File: config.mk
export PLATFORM = sky130hd
export DESIGN_NAME = trace_element_gen
export DESIGN_NICKNAME = d
export VERILOG_FILES = /design/src/trace_pkg.sv /design/src/pending_count.sv /design/src/trace_element_gen.sv
export SDC_FILE = /design/constraint.sdc
export NUM_CORES = 1
export LEC_CHECK = 0
export ABC_AREA = 1
export BUFFER_PORTS_ARGS = -buffer_cell sky130_fd_sc_hd__buf_2
export CAP_MARGIN = 20
export CORE_UTILIZATION = 53
export DETAILED_ROUTE_END_ITERATION = 7
export GPL_ROUTABILITY_DRIVEN = 0
export HOLD_SLACK_MARGIN = 0.1
export PLACE_DENSITY = 0.8
export SLEW_MARGIN = 20
export SYNTH_ARGS = -nofsm -noshare
export SYNTH_HDL_FRONTEND = slang
export SYNTH_SLANG_ARGS = --single-unit
File: constraint.sdc
create_clock -name clk_i -period 4.69 [get_ports clk_i]
set_clock_uncertainty 0.2 [all_clocks]
set_input_delay 0.469 -clock clk_i [delete_from_list [all_inputs] [get_ports clk_i]]
set_output_delay 0.469 -clock clk_i [all_outputs]
set_load 0.02 [all_outputs]
File: src/trace_pkg.sv
// Shared types and constants of the program trace element generator
package trace_pkg;

	localparam int ADDR_W = 32;
	localparam int CTX_W  = 32;
	localparam int EXC_W  = 8;
	localparam int CNT_W  = 8;

	localparam logic [CNT_W-1:0] CNT_ZERO  = 8'h00;
	localparam logic [CNT_W-1:0] CNT_ONE   = 8'h01;
	localparam logic [CNT_W-1:0] CNT_RESET = 8'h00;

	// Core event operations
	typedef enum logic [2:0]
	{
		OP_NONE,
		OP_START,
		OP_PLAIN,
		OP_BRANCH,
		OP_EXCEPTION,
		OP_CANCEL,
		OP_COMMIT
	} core_op_t;

	// Trace element kinds
	typedef enum logic [2:0]
	{
		EK_INFO,
		EK_TRACE_ON,
		EK_CONTEXT,
		EK_ADDRESS,
		EK_ATOM,
		EK_EXCEPTION,
		EK_CANCEL,
		EK_COMMIT
	} elem_kind_t;

	typedef struct packed
	{
		core_op_t          op;
		logic              taken;
		logic [EXC_W-1:0]  exc_type;
		logic [ADDR_W-1:0] addr;
		logic [CTX_W-1:0]  ctx;
		logic [CNT_W-1:0]  count;
	} core_event_t;

	typedef struct packed
	{
		elem_kind_t        kind;
		logic              taken;
		logic [EXC_W-1:0]  exc_type;
		logic [ADDR_W-1:0] addr;
		logic [CNT_W-1:0]  count;
	} trace_elem_t;

endpackage : trace_pkg

File: src/pending_count.sv
// Counter of emitted but unresolved instruction-bearing elements
`timescale 1ns/100ps
module pending_count #(
	parameter int CW = trace_pkg::CNT_W
) (
	input  wire logic          clk_i,
	input  wire logic          rst_i,
	input  wire logic          clear_i,
	input  wire logic          inc_i,
	input  wire logic [CW-1:0] dec_i,
	output logic      [CW-1:0] count_o
);

	logic [CW-1:0] count_reg;
	logic [CW-1:0] count_next;
	logic          at_max;

	assign at_max     = (count_reg == {CW{1'b1}});
	assign count_next = clear_i ? trace_pkg::CNT_RESET
		: count_reg + CW'(inc_i && !at_max) - dec_i;

	always_ff @(posedge clk_i)
	begin
		if (rst_i)
			count_reg <= trace_pkg::CNT_RESET;
		else
			count_reg <= count_next;
	end

	assign count_o = count_reg;

endmodule : pending_count

File: src/trace_element_gen.sv
// Program trace element generator for a speculating core
//
// Behaviour
// - Start emits info, on, context, address first
// - Taken branch emits one taken atom
// - Not-taken branch emits not-taken atom
// - Non-branch instructions emit nothing
// - Core cancel emits cancel with withdrawn count
// - Cancel of untraced work emits nothing
// - Exception emits type and first unexecuted address
// - Commit emits count of oldest resolved elements
`timescale 1ns/100ps
module trace_element_gen (
	input  wire logic                   clk_i,
	input  wire logic                   rst_i,
	input  wire trace_pkg::core_event_t ev_i,
	input  wire logic                   ev_valid_i,
	output logic                        ev_ready_o,
	output trace_pkg::trace_elem_t      elem_o,
	output logic                        elem_valid_o,
	input  wire logic                   elem_ready_i,
	output logic [trace_pkg::CNT_W-1:0] pending_o
);

	typedef enum logic [2:0]
	{
		ST_IDLE,
		ST_INFO,
		ST_ON,
		ST_CTX,
		ST_ADDR,
		ST_RUN
	} state_t;

	// Smaller of request and outstanding count
	function automatic logic [trace_pkg::CNT_W-1:0] clamp(
		input logic [trace_pkg::CNT_W-1:0] req,
		input logic [trace_pkg::CNT_W-1:0] pend
	);
		clamp = (req > pend) ? pend : req;
	endfunction : clamp

	state_t                        state_reg;
	state_t                        state_next;
	trace_pkg::trace_elem_t        elem_reg;
	trace_pkg::trace_elem_t        elem_next;
	logic                          valid_reg;
	logic                          valid_next;
	logic [trace_pkg::ADDR_W-1:0]  start_addr_reg;
	logic [trace_pkg::CTX_W-1:0]   start_ctx_reg;
	logic [trace_pkg::CNT_W-1:0]   pending;
	logic [trace_pkg::CNT_W-1:0]   cancel_n;
	logic [trace_pkg::CNT_W-1:0]   commit_n;
	logic [trace_pkg::CNT_W-1:0]   dec_n;
	logic                          out_free;
	logic                          accept;
	logic                          run_acc;
	logic                          is_start;
	logic                          acc_branch;
	logic                          acc_exc;
	logic                          acc_cancel;
	logic                          acc_commit;
	logic                          in_seq;
	logic                          emit_seq;
	logic                          load;

	// =====================================================
	// Event acceptance
	// =====================================================
	assign out_free   = !valid_reg || elem_ready_i;
	assign ev_ready_o = out_free && (state_reg == ST_IDLE || state_reg == ST_RUN);
	assign accept     = ev_valid_i && ev_ready_o;
	assign run_acc    = accept && (state_reg == ST_RUN);
	assign is_start   = accept && (ev_i.op == trace_pkg::OP_START);
	assign acc_branch = run_acc && (ev_i.op == trace_pkg::OP_BRANCH);
	assign acc_exc    = run_acc && (ev_i.op == trace_pkg::OP_EXCEPTION);
	assign acc_cancel = run_acc && (ev_i.op == trace_pkg::OP_CANCEL);
	assign acc_commit = run_acc && (ev_i.op == trace_pkg::OP_COMMIT);
	assign cancel_n   = clamp(ev_i.count, pending);
	assign commit_n   = clamp(ev_i.count, pending);
	assign in_seq     = (state_reg == ST_INFO) || (state_reg == ST_ON)
		|| (state_reg == ST_CTX) || (state_reg == ST_ADDR);
	assign emit_seq   = in_seq && out_free;
	assign load       = emit_seq || acc_branch || acc_exc
		|| (acc_cancel && cancel_n != trace_pkg::CNT_ZERO)
		|| (acc_commit && commit_n != trace_pkg::CNT_ZERO);

	// =====================================================
	// Outstanding element tracking
	// =====================================================
	// count up on atoms and exceptions, down on resolution
	assign dec_n = acc_cancel ? cancel_n : (acc_commit ? commit_n : trace_pkg::CNT_ZERO);

	pending_count #(
		.CW (trace_pkg::CNT_W)
	) u_pending (
		.clk_i   (clk_i),
		.rst_i   (rst_i),
		.clear_i (is_start),
		.inc_i   (acc_branch || acc_exc),
		.dec_i   (dec_n),
		.count_o (pending)
	);

	// =====================================================
	// Sequencer
	// =====================================================
	always_comb
	begin
		state_next = state_reg;
		unique case (state_reg)
			ST_IDLE,
			ST_RUN:
			begin
				if (is_start)
					state_next = ST_INFO;
			end
			ST_INFO: if (out_free) state_next = ST_ON;
			ST_ON:   if (out_free) state_next = ST_CTX;
			ST_CTX:  if (out_free) state_next = ST_ADDR;
			ST_ADDR: if (out_free) state_next = ST_RUN;
		endcase
	end

	// =====================================================
	// Element selection
	// =====================================================
	always_comb
	begin
		elem_next = elem_reg;
		elem_next.taken = 1'b0;
		elem_next.count = trace_pkg::CNT_ZERO;
		if (emit_seq)
		begin
			unique case (state_reg)
				ST_INFO: elem_next.kind = trace_pkg::EK_INFO;
				ST_ON:   elem_next.kind = trace_pkg::EK_TRACE_ON;
				ST_CTX:
				begin
					elem_next.kind = trace_pkg::EK_CONTEXT;
					elem_next.addr = start_ctx_reg;
				end
				default:
				begin
					elem_next.kind = trace_pkg::EK_ADDRESS;
					elem_next.addr = start_addr_reg;
				end
			endcase
		end
		else if (acc_branch)
		begin
			elem_next.kind  = trace_pkg::EK_ATOM;
			elem_next.taken = ev_i.taken;
			elem_next.addr  = ev_i.addr;
		end
		else if (acc_exc)
		begin
			elem_next.kind     = trace_pkg::EK_EXCEPTION;
			elem_next.exc_type = ev_i.exc_type;
			elem_next.addr     = ev_i.addr;
		end
		else if (acc_cancel)
		begin
			elem_next.kind  = trace_pkg::EK_CANCEL;
			elem_next.count = cancel_n;
		end
		else if (acc_commit)
		begin
			elem_next.kind  = trace_pkg::EK_COMMIT;
			elem_next.count = commit_n;
		end
	end

	assign valid_next = load ? 1'b1 : (elem_ready_i ? 1'b0 : valid_reg);

	always_ff @(posedge clk_i)
	begin
		if (rst_i)
		begin
			state_reg      <= ST_IDLE;
			valid_reg      <= 1'b0;
			elem_reg       <= '0;
			start_addr_reg <= '0;
			start_ctx_reg  <= '0;
		end
		else
		begin
			state_reg <= state_next;
			valid_reg <= valid_next;
			if (load)
				elem_reg <= elem_next;
			if (is_start)
			begin
				start_addr_reg <= ev_i.addr;
				start_ctx_reg  <= ev_i.ctx;
			end
		end
	end

	assign elem_o       = elem_reg;
	assign elem_valid_o = valid_reg;
	assign pending_o    = pending;

	// =====================================================
	// Checks
	// =====================================================
	a_start_info_first: assert property (
		@(posedge clk_i) disable iff (rst_i)
		(state_reg == ST_ON && $past(state_reg) == ST_INFO)
		|-> (valid_reg && elem_reg.kind == trace_pkg::EK_INFO))
		else $error("trace info not emitted first");

	a_start_addr_last: assert property (
		@(posedge clk_i) disable iff (rst_i)
		(state_reg == ST_RUN && $past(state_reg) == ST_ADDR)
		|-> (elem_reg.kind == trace_pkg::EK_ADDRESS && elem_reg.addr == start_addr_reg))
		else $error("start address element wrong");

	a_taken_atom: assert property (
		@(posedge clk_i) disable iff (rst_i)
		(acc_branch && ev_i.taken)
		|=> (valid_reg && elem_reg.kind == trace_pkg::EK_ATOM && elem_reg.taken))
		else $error("taken atom missing");

	a_not_taken_atom: assert property (
		@(posedge clk_i) disable iff (rst_i)
		(acc_branch && !ev_i.taken)
		|=> (valid_reg && elem_reg.kind == trace_pkg::EK_ATOM && !elem_reg.taken))
		else $error("not-taken atom missing");

	a_plain_silent: assert property (
		@(posedge clk_i) disable iff (rst_i)
		(run_acc && ev_i.op == trace_pkg::OP_PLAIN) |=> !valid_reg)
		else $error("plain instruction produced element");

	a_cancel_count: assert property (
		@(posedge clk_i) disable iff (rst_i)
		(acc_cancel && pending != trace_pkg::CNT_ZERO && ev_i.count != trace_pkg::CNT_ZERO)
		|=> (valid_reg && elem_reg.kind == trace_pkg::EK_CANCEL
			&& elem_reg.count == clamp($past(ev_i.count), $past(pending))
			&& pending == $past(pending) - elem_reg.count))
		else $error("cancel count wrong");

	a_cancel_untraced: assert property (
		@(posedge clk_i) disable iff (rst_i)
		(acc_cancel && pending == trace_pkg::CNT_ZERO) |=> !valid_reg)
		else $error("cancel of untraced work emitted");

	a_exception_addr: assert property (
		@(posedge clk_i) disable iff (rst_i)
		acc_exc |=> (valid_reg && elem_reg.kind == trace_pkg::EK_EXCEPTION
			&& elem_reg.addr == $past(ev_i.addr) && elem_reg.exc_type == $past(ev_i.exc_type)))
		else $error("exception element wrong");

	a_commit_count: assert property (
		@(posedge clk_i) disable iff (rst_i)
		(acc_commit && pending != trace_pkg::CNT_ZERO && ev_i.count != trace_pkg::CNT_ZERO)
		|=> (elem_reg.kind == trace_pkg::EK_COMMIT
			&& elem_reg.count == clamp($past(ev_i.count), $past(pending))))
		else $error("commit count wrong");

	a_pending_grows: assert property (
		@(posedge clk_i) disable iff (rst_i)
		((acc_branch || acc_exc) && pending != {trace_pkg::CNT_W{1'b1}})
		|=> pending == $past(pending) + trace_pkg::CNT_ONE)
		else $error("outstanding count not incremented");

endmodule : trace_element_gen

### After elaboration in Yosys (flattened, before gate mapping)

Cells that the tools add are included.

| storage, ports and cells | value |
|---|---|
| logic and storage cells | 95 |
| bits in registers | 128 |
| bits of input ports | 88 |

| operators by class | value |
|---|---|
| $add $sub $neg | 2 |
| equality and inequality tests | 17 |
| mux-type cells | 27 |
| order comparisons | 1 |
| bitwise operators | 2 |
| reductions and logical operators | 36 |

Operator list:

| kind | number |
|---|---|
| $mux W32 | 2 |
| $pmux W32 S2 | 1 |
| $mux W8 | 7 |
| $mux W40 | 1 |
| $mux W3 | 10 |
| $eq A3 B3 Y1 const B | 5 |
| $pmux W3 S5 | 1 |
| $logic_and A1 B1 Y1 | 12 |
| $logic_or A1 B1 Y1 | 10 |
| $ne A2 B2 Y1 const B | 5 |
| $eq A3 B2 Y1 const B | 3 |
| $mux W9 | 1 |
| $add A8 B1 Y8 | 1 |
| $eq A8 B8 Y1 const B | 1 |
| $gt A8 B8 Y1 | 1 |
| $reduce_bool A8 Y1 | 1 |
| $sub A8 B8 Y8 | 1 |
| $eq A3 B1 Y1 const B | 2 |
| $pmux W2 S3 | 1 |
| $reduce_or A2 Y1 | 3 |
| $reduce_and A5 Y1 | 1 |
| $reduce_bool A5 Y1 | 1 |
| $reduce_and A4 Y1 | 1 |
| $logic_not A3 Y1 | 1 |
| 8 further kinds | 12 |

### Logic depth before layout (Yosys ltp)

Gate-level depths: netlist of the first run.

| depth | value |
|---|---|
| depth after elaboration | 11 |
| depth in mapped cells | 24 |

### Modules after synthesis

Synthesis of the first run repeated with hierarchy kept, for this count alone.

| unflattened totals | value |
|---|---|
| cell total of the unflattened synthesis | 842 |
| area total of the unflattened synthesis | 6147.1 um2 |

By module, submodules not included:

| module | cells each | instances | area each (um2) |
|---|---|---|---|
| trace_element_gen | 737 | 1 | 5426.5 |
| pending_count | 105 | 1 | 720.7 |

### Worst setup path after synthesis of the first run

Ideal clock, no wire load.

| timing path | value |
|---|---|
| path kind | reg2reg |
| from | register u_pending.count_reg[7], in the netlist u_pending.count_o[7] |
| to | register u_pending.count_reg[6], in the netlist u_pending.count_o[6] |
| stages on the path, launching flop included | 22 |
| arrival time | 3347 ps |
| buffers on the path | 0 |
| library setup time | 70 ps |
| setup slack | 1072 ps |
| cells stage by stage | dfxtp_1 inv_1 ha_1 nand2_1 nor2_1 nand2_1 nand2_1 nand2_2 nand2_1 nand2_1 nor2_1 ha_1 inv_1 ha_1 inv_1 fa_1 o31ai_1 inv_1 nor2_1 o21ai_0 a21o_1 a21oi_1 |

| between the ends | value |
|---|---|
| cells in the longest elaborated chain, start to end | 5 |

Ends and longest elaborated chain:

| element | line | RTL |
|---|---|---|
| start, declared | pending_count.sv:14 | `logic [CW-1:0] count_reg;` |
| start signal, assigned | pending_count.sv:25 | `count_reg <= trace_pkg::CNT_RESET;` |
| start signal, assigned | pending_count.sv:27 | `count_reg <= count_next;` |
| $eq A8 B8 Y1 / $gt A8 B8 Y1 (equally long branches) | pending_count.sv:18, trace_element_gen.sv:40 |  |
| $logic_not A1 Y1 / $mux W8 (equally long branches) | pending_count.sv:20, trace_element_gen.sv:40 |  |
| $logic_and A1 B1 Y1 / $mux W8 (equally long branches) | pending_count.sv:20, trace_element_gen.sv:92 |  |
| $add A8 B1 Y8 / $mux W8 (equally long branches) | pending_count.sv:20, trace_element_gen.sv:92 |  |
| $sub A8 B8 Y8 * | pending_count.sv:20 | `: count_reg + CW'(inc_i && !at_max) - dec_i;` |

Every way passes the cells marked *; elsewhere a longest branch is shown, timed or not.
A chain may end at the register's enable or synchronous reset.

### Worst setup path after layout of the first run

Ends and elaborated chain as after synthesis.

==> metrics.txt, run 1 <==
nets 1106; sequential share of power 31.3%; Crit. End Element flip-flop; total power 4690 µW; DR vias 6074; vias in the first global route 5795; Vias per Instance 5.30; P_int 2810 µW; Synth Register Bits 128; share of layout cells above drive strength 1 20.6%; final wirelength 16.1 mm; Synth Area per Inst 7.50 µm²; drt drc 0; CP Class flip-flop to flip-flop; CTS Buf Count 17; Leakage 0.00365 µW; Starting Density 54.8%; H-tree depth 4; first-pass GRT wire length 25.9 mm; max-cap viol count 0; max frequency 0.257 GHz; Die Span Y 108 µm; post-DP HPWL 9.28 mm; Max FO, Critical Path 9; post-CTS sizing 0; synth warn 0; Initial DRT Pass Iterations 6; sum of negative setup slack 0 ns; RSZ-0062 raised after global routing false; Synth-to-Final Area Change 35.3%; mean routed wirelength per cell 14.0 µm; CP Launch Type flip-flop; pwr dens 580 nW/µm²; largest net degree at the start of global routing 82; Post-DRT Antenna Nets 0; port bufs 149; antenna cell count 0; Critical Path AT 4.13 ns; Gate Count Post-Synth 796; Root Driver clkbuf_8; Clk Latency, worst-skew pair 0.51 ns; Combinational Power Share 39.6%; Clock Power Share 29.0%; status finished, final reports clean; Final setup viols 0; worst slew pin tran 0.935 ns; Final Util 74.2%; Syn Nets 907; Die ar. 11700 µm²; Sinks on Clock Net 128; Reg clk slew, reported paths 0.06 ns; Netlist Area Pre-Place 5970 µm²; final worst path period share 83.1%; placed inst area 6740 µm²; min-delay worst type primary input to flip-flop; sequential share of the synthesized area 42.9%; Distinct cells, synth 36; IO Count 150; core area 10900 µm²; switching share of power 40.0%; Sw Pwr 1880 µW; WP data required 4.92 ns; DR iter-0 viols 471; Worst slew margin 37.6%; Core Rows 38; fin crit period 3.90 ns; Worst IR Drop VDD 0.000375 V; Global Route Usage Sum 28.1%; Max clock buf depth 2; antenna violations before repair 0; number of flip-flops under the largest register name 52; Final Cell Area 8080 µm²; CTS tree done; Hold Vio Cnt, Final 0; Die Wd 108 µm; GRT overflow 0; Worst R2R Setup Slack 0.79 ns; max-slew violation count 0
## power groups by stage
stage | registers, µW | logic (µW) | clock network, µW
after floorplan | 1690 | 1140 | 0
after global placement | 1470 | 1760 | 0
after detailed placement | 1480 | 1780 | 0
after CTS | 1460 | 1830 | 1380
after global routing | 1490 | 2060 | 1430
final | 1470 | 1860 | 1360
## cell families after synthesis
| family | share of synthesized area [%] |
|---|---|
| DFF | 42.9 |
| and+or+nand+nor | 16.4 |
| AOI/OAI and AO/OA | 25.1 |
| xor gates and xnor gates | 0.293 |
| adders and majority gates | 4.95 |
| buffers and inverters | 10.4 |
## final timing paths
kind / depth (start not counted) / endpoint / start
setup / recovery: 21 / u_pending.count_o[6]$_SDFF_PP0_ / u_pending.count_o[7]$_SDFF_PP0_
hold / removal: 3 / start_ctx_reg[15]$_SDFFE_PP0P_ / ev_i[23]
setup reg to reg: 21 / u_pending.count_o[6]$_SDFF_PP0_ / u_pending.count_o[7]$_SDFF_PP0_
hold reg to reg: 2 / start_ctx_reg[23]$_SDFFE_PP0P_ / start_ctx_reg[23]$_SDFFE_PP0P_
## layout make-up
class	count	area (µm²)
tap	140	175
clock buffer	18	428
fill	846	2810
sequential	128	2560
inverter	109	412
clock inverter	13	188
multi-input combinational	513	2790
timing repair buffer	226	1520
## metal layers
layer  track usage [%]  wire length [µm]  vias to the layer above
met5                 0                 0                        -
met4              14.8               574                        0
met3              4.88               877                       60
met2              48.3              7890                      236
met1              33.4              6730                     2706
li1                  -                 -                     3072
## per-stage QoR
stage | instances | hold WS [ns] | worst slack [ns]
floorplan | 796 | 0.224 | 1.07
global placement | 1043 | 0.234 | 0.800
detailed placement | 1044 | 0.236 | 0.678
CTS | 1147 | 0.106 | 0.791
global route | 1147 | 0.130 | 0.379
finish | 1147 | 0.112 | 0.792
## what timing repair did
action,CTS,global route
hold endpoints to repair,105,0
buffers inserted,0,0
hold buffers,72,0
## critical path, stage by stage, from the launching register on
cell and delay [ns]:
dfxtp_1 0.38, inv_1 0.08, ha_1 0.31, nand2_1 0.07, nor2_1 0.18, nand2_1 0.07, nand2_1 0.21, nand2_2 0.16
nand2_1 0.09, nand2_1 0.06, nor2_1 0.17, ha_1 0.26, inv_1 0.06, ha_1 0.16, inv_1 0.06, fa_1 0.40
o31ai_1 0.33, inv_1 0.07, nor2_1 0.12, o21ai_0 0.12, a21o_1 0.17, a21oi_1 0.11
## synth_stat cells, drive strengths merged
master	number	area share [%]
a21o	2	0.25
nand3	31	2.8
xor2	2	0.29
buf	14	1.5
or2	2	0.21
a31oi	28	2.9
nor2	54	4.1
a2111oi	1	0.15
a211oi	1	0.13
inv	108	6.8
fa	1	0.34
clkbuf	32	2.0
nand2	121	8.2
o31ai	1	0.13
nor3	5	0.42
dfxtp	128	43
a22oi	5	0.63
and2	1	0.10
ha	22	4.6
o21ai	114	9.6
a21oi	89	7.6
clkinv	1	0.084
nand4	4	0.52
o211ai	27	3.4
o21a	2	0.25
## cell usage in the layout, fill, tap and decap left out, types with 2 or more instances in the layout
cell type and instances:
a21o_1 2, a21oi_1 88, a22oi_1 5, a31oi_1 28, buf_2 149, buf_4 4
bufinv_16 4, clkbuf_16 16, clkbuf_8 2, clkinv_2 4, clkinv_4 3, clkinvlp_4 3
dfxtp_1 128, dlygate4sd3_1 72, ha_1 22, inv_1 105, inv_2 2, nand2_1 111
nand2_2 7, nand2_4 3, nand3_1 30, nand4_1 3, nor2_1 51, nor2_8 2
nor3_1 5, o211ai_1 27, o21a_1 2, o21ai_0 86, o21ai_1 28, or2_2 2
xor2_1 2
Power figures use the tool's default switching activity.
==> inputs of run 2 (changes only) <==
==> constraint.sdc (replaced) <==
create_clock -name clk_i -period 3.85 [get_ports clk_i]
set_clock_uncertainty 0.2 [all_clocks]
set_input_delay 0.385 -clock clk_i [delete_from_list [all_inputs] [get_ports clk_i]]
set_output_delay 0.385 -clock clk_i [all_outputs]
set_load 0.02 [all_outputs]
==> metrics.txt, run 2 (synthesis results as in run 1) <==
cells on worst reg2reg path 21 (unchanged); final wirelength 16.4 mm (+1.7%); Vias per Instance 5.30 (about the same); top sig layer met4; Core Rows 38 (unchanged); core area 10900 µm² (unchanged); CP Launch Type flip-flop; Hold Vio Cnt, Final 0 (unchanged); vias in the first global route 5717 (-1.3%); Root Driver clkbuf_8; final worst path period share 92.1% (+9.0 points); met3 wire length 833 µm (-5.0%); Worst R2R Setup Slack 0.30 ns (-0.49 ns); sequential share of power 30.6% (-0.7 points); Met1 Routed Length 6.80 mm (+1.0%); CTS Buf Count 17 (unchanged); Worst R2R Start u_pending.count_o[2]$_SDFF_PP0_; Leakage 0.00372 µW (+1.9%); GRT overflow 0 (unchanged); switching share of power 39.6% (-0.45 points); setup slack after layout 0.303 ns (-0.490 ns); largest net degree at the start of global routing 81 (-1.2%); max-cap viol count 0 (unchanged); Final Cell Area 8210 µm² (+1.7%); beginning of the worst hold path ev_i[6]; Starting Density 54.8% (unchanged); Die Wd 108 µm (unchanged); Sinks on Clock Net 128 (unchanged); DP Worst Slack 0.165 ns (-0.512 ns); Die Span Y 108 µm (unchanged); antenna violations before repair 0 (unchanged); Die ar. 11700 µm² (unchanged); nets 1115 (+0.81%); met2 WL 8.18 mm (+3.6%); CTS tree done; Max clock buf depth 2 (unchanged); Clock Power Share 29.7% (+0.7 points); status finished, final reports clean; fin crit period 3.55 ns (-0.350 ns); Synth-to-Final Area Change 37.5%; CP Class flip-flop to flip-flop; Worst IR Drop VDD 0.000501 V (+34%); most common cell after layout, fill and taps aside buf_2; IO Count 150 (unchanged); P_int 3530 µW (+26%); H-tree depth 4 (unchanged); Combinational Power Share 39.7% (about the same); share of layout cells above drive strength 1 21.5% (+0.98 points); worst slew pin tran 0.682 ns (-0.253 ns); number of flip-flops under the largest register name 52 (unchanged); Reg clk slew, reported paths 0.06 ns (about the same); placed inst area 6790 µm² (+0.74%); commonest cells after routing, fill and taps aside 149 x buf_2, 126 x dfxtp_1, 111 x nand2_1; WP data required 4.09 ns (-0.83 ns); Critical Path AT 3.79 ns (-0.34 ns); Final Util 75.4% (+1.2 points); Global Route Usage Sum 28.3% (+0.16 points); port bufs 149 (unchanged); DR vias 6132 (+0.95%); Crit. End Element flip-flop; Initial DRT Pass Iterations 5 (-1); Final setup viols 0 (unchanged); post-DP HPWL 9.46 mm (+2.0%); first-pass GRT wire length 25.8 mm (-0.53%); Post-DRT Antenna Nets 0 (unchanged); Max FO, Critical Path 7 (-2); Clk Latency, worst-skew pair 0.52 ns (about the same); mean routed wirelength per cell 14.1 µm (+0.87%); min-delay worst type primary input to flip-flop; DR iter-0 viols 491 (+4.2%); drt drc 0 (unchanged); max frequency 0.282 GHz (+9.9%); antenna cell count 0 (unchanged); max-slew violation count 0 (unchanged); Hold EP elem_o[6]$_SDFFE_PP0P_; Sw Pwr 2310 µW (+23%); Worst Hold Depth 5 (+2); Worst slew margin 54.5% (+17 points); pwr dens 712 nW/µm² (+23%); R2R Path End u_pending.count_o[6]$_SDFF_PP0_
run 2: timing repair:
item                       CTS  global route
hold buffers                75             0
setup buffers                0             0
setup endpoints to repair    0             2
hold endpoints to repair   115             0
resized for setup            0             8
run 2: stage by stage:
stage                     setup TNS, ns  total power, µW  hold slack, ns  instances
after floorplan                       0             3460           0.224        796
after global placement                0             3970           0.232       1050
after detailed placement              0             4010           0.237       1050
after CTS                             0             5810           0.122       1157
after global routing            -0.0106             6200           0.149       1157
final                                 0             5850           0.142       1157
run 2: routing by layer:
metal  vias to the layer above  global-route usage, %
li1                       3088                      -
met1                      2773                   33.1
met2                       225                   48.5
met3                        46                   5.24
met4                         0                   15.7
met5                         -                      0
run 2: worst max-delay path by stage:
stage                                          from                              end  slack [ns]  cells past startpoint
global placement                            ev_i[7]  u_pending.count_o[6]$_SDFF_PP0_        0.26                     21
detailed placement                          ev_i[7]  u_pending.count_o[6]$_SDFF_PP0_        0.17                     21
finish              u_pending.count_o[2]$_SDFF_PP0_  u_pending.count_o[6]$_SDFF_PP0_        0.30                     21
global route        u_pending.count_o[6]$_SDFF_PP0_  u_pending.count_o[7]$_SDFF_PP0_       -0.01                     19
CTS                 u_pending.count_o[7]$_SDFF_PP0_  u_pending.count_o[6]$_SDFF_PP0_        0.18                     19
floorplan           u_pending.count_o[7]$_SDFF_PP0_  u_pending.count_o[6]$_SDFF_PP0_        0.23                     21
run 2: layout make-up:
class	count	area [µm²]
Clock buffer	19	432
Clock inverter	13	209
Fill cell	793	2680
Inverter	109	410
Multi-Input combinational cell	513	2820
Sequential cell	128	2560
Tap cell	140	175
Timing Repair Buffer	235	1600
run 2: critical path, cell delays in order (launching register included):
cell and delay [ns]:
dfxtp_1 0.40, inv_1 0.10, ha_1 0.28, nand2_1 0.05, inv_1 0.08, nand2_1 0.06, nand2_1 0.05, nand2_1 0.04
nand2_1 0.10, nand2_2 0.07, buf_4 0.15, nand2_1 0.07, nand3_1 0.13, ha_1 0.34, inv_1 0.07, fa_2 0.43
o31ai_4 0.27, inv_1 0.06, nor2_1 0.11, o21ai_0 0.12, a21o_1 0.17, a21oi_1 0.13
run 2: power by group through the flow:
stage	Sequential [µW]	Clock, µW	Combinational [µW]
after floorplan	2060	0	1390
after global placement	1790	0	2180
after detailed placement	1800	0	2210
after CTS	1780	1760	2280
after global routing	1820	1820	2570
final	1790	1740	2320
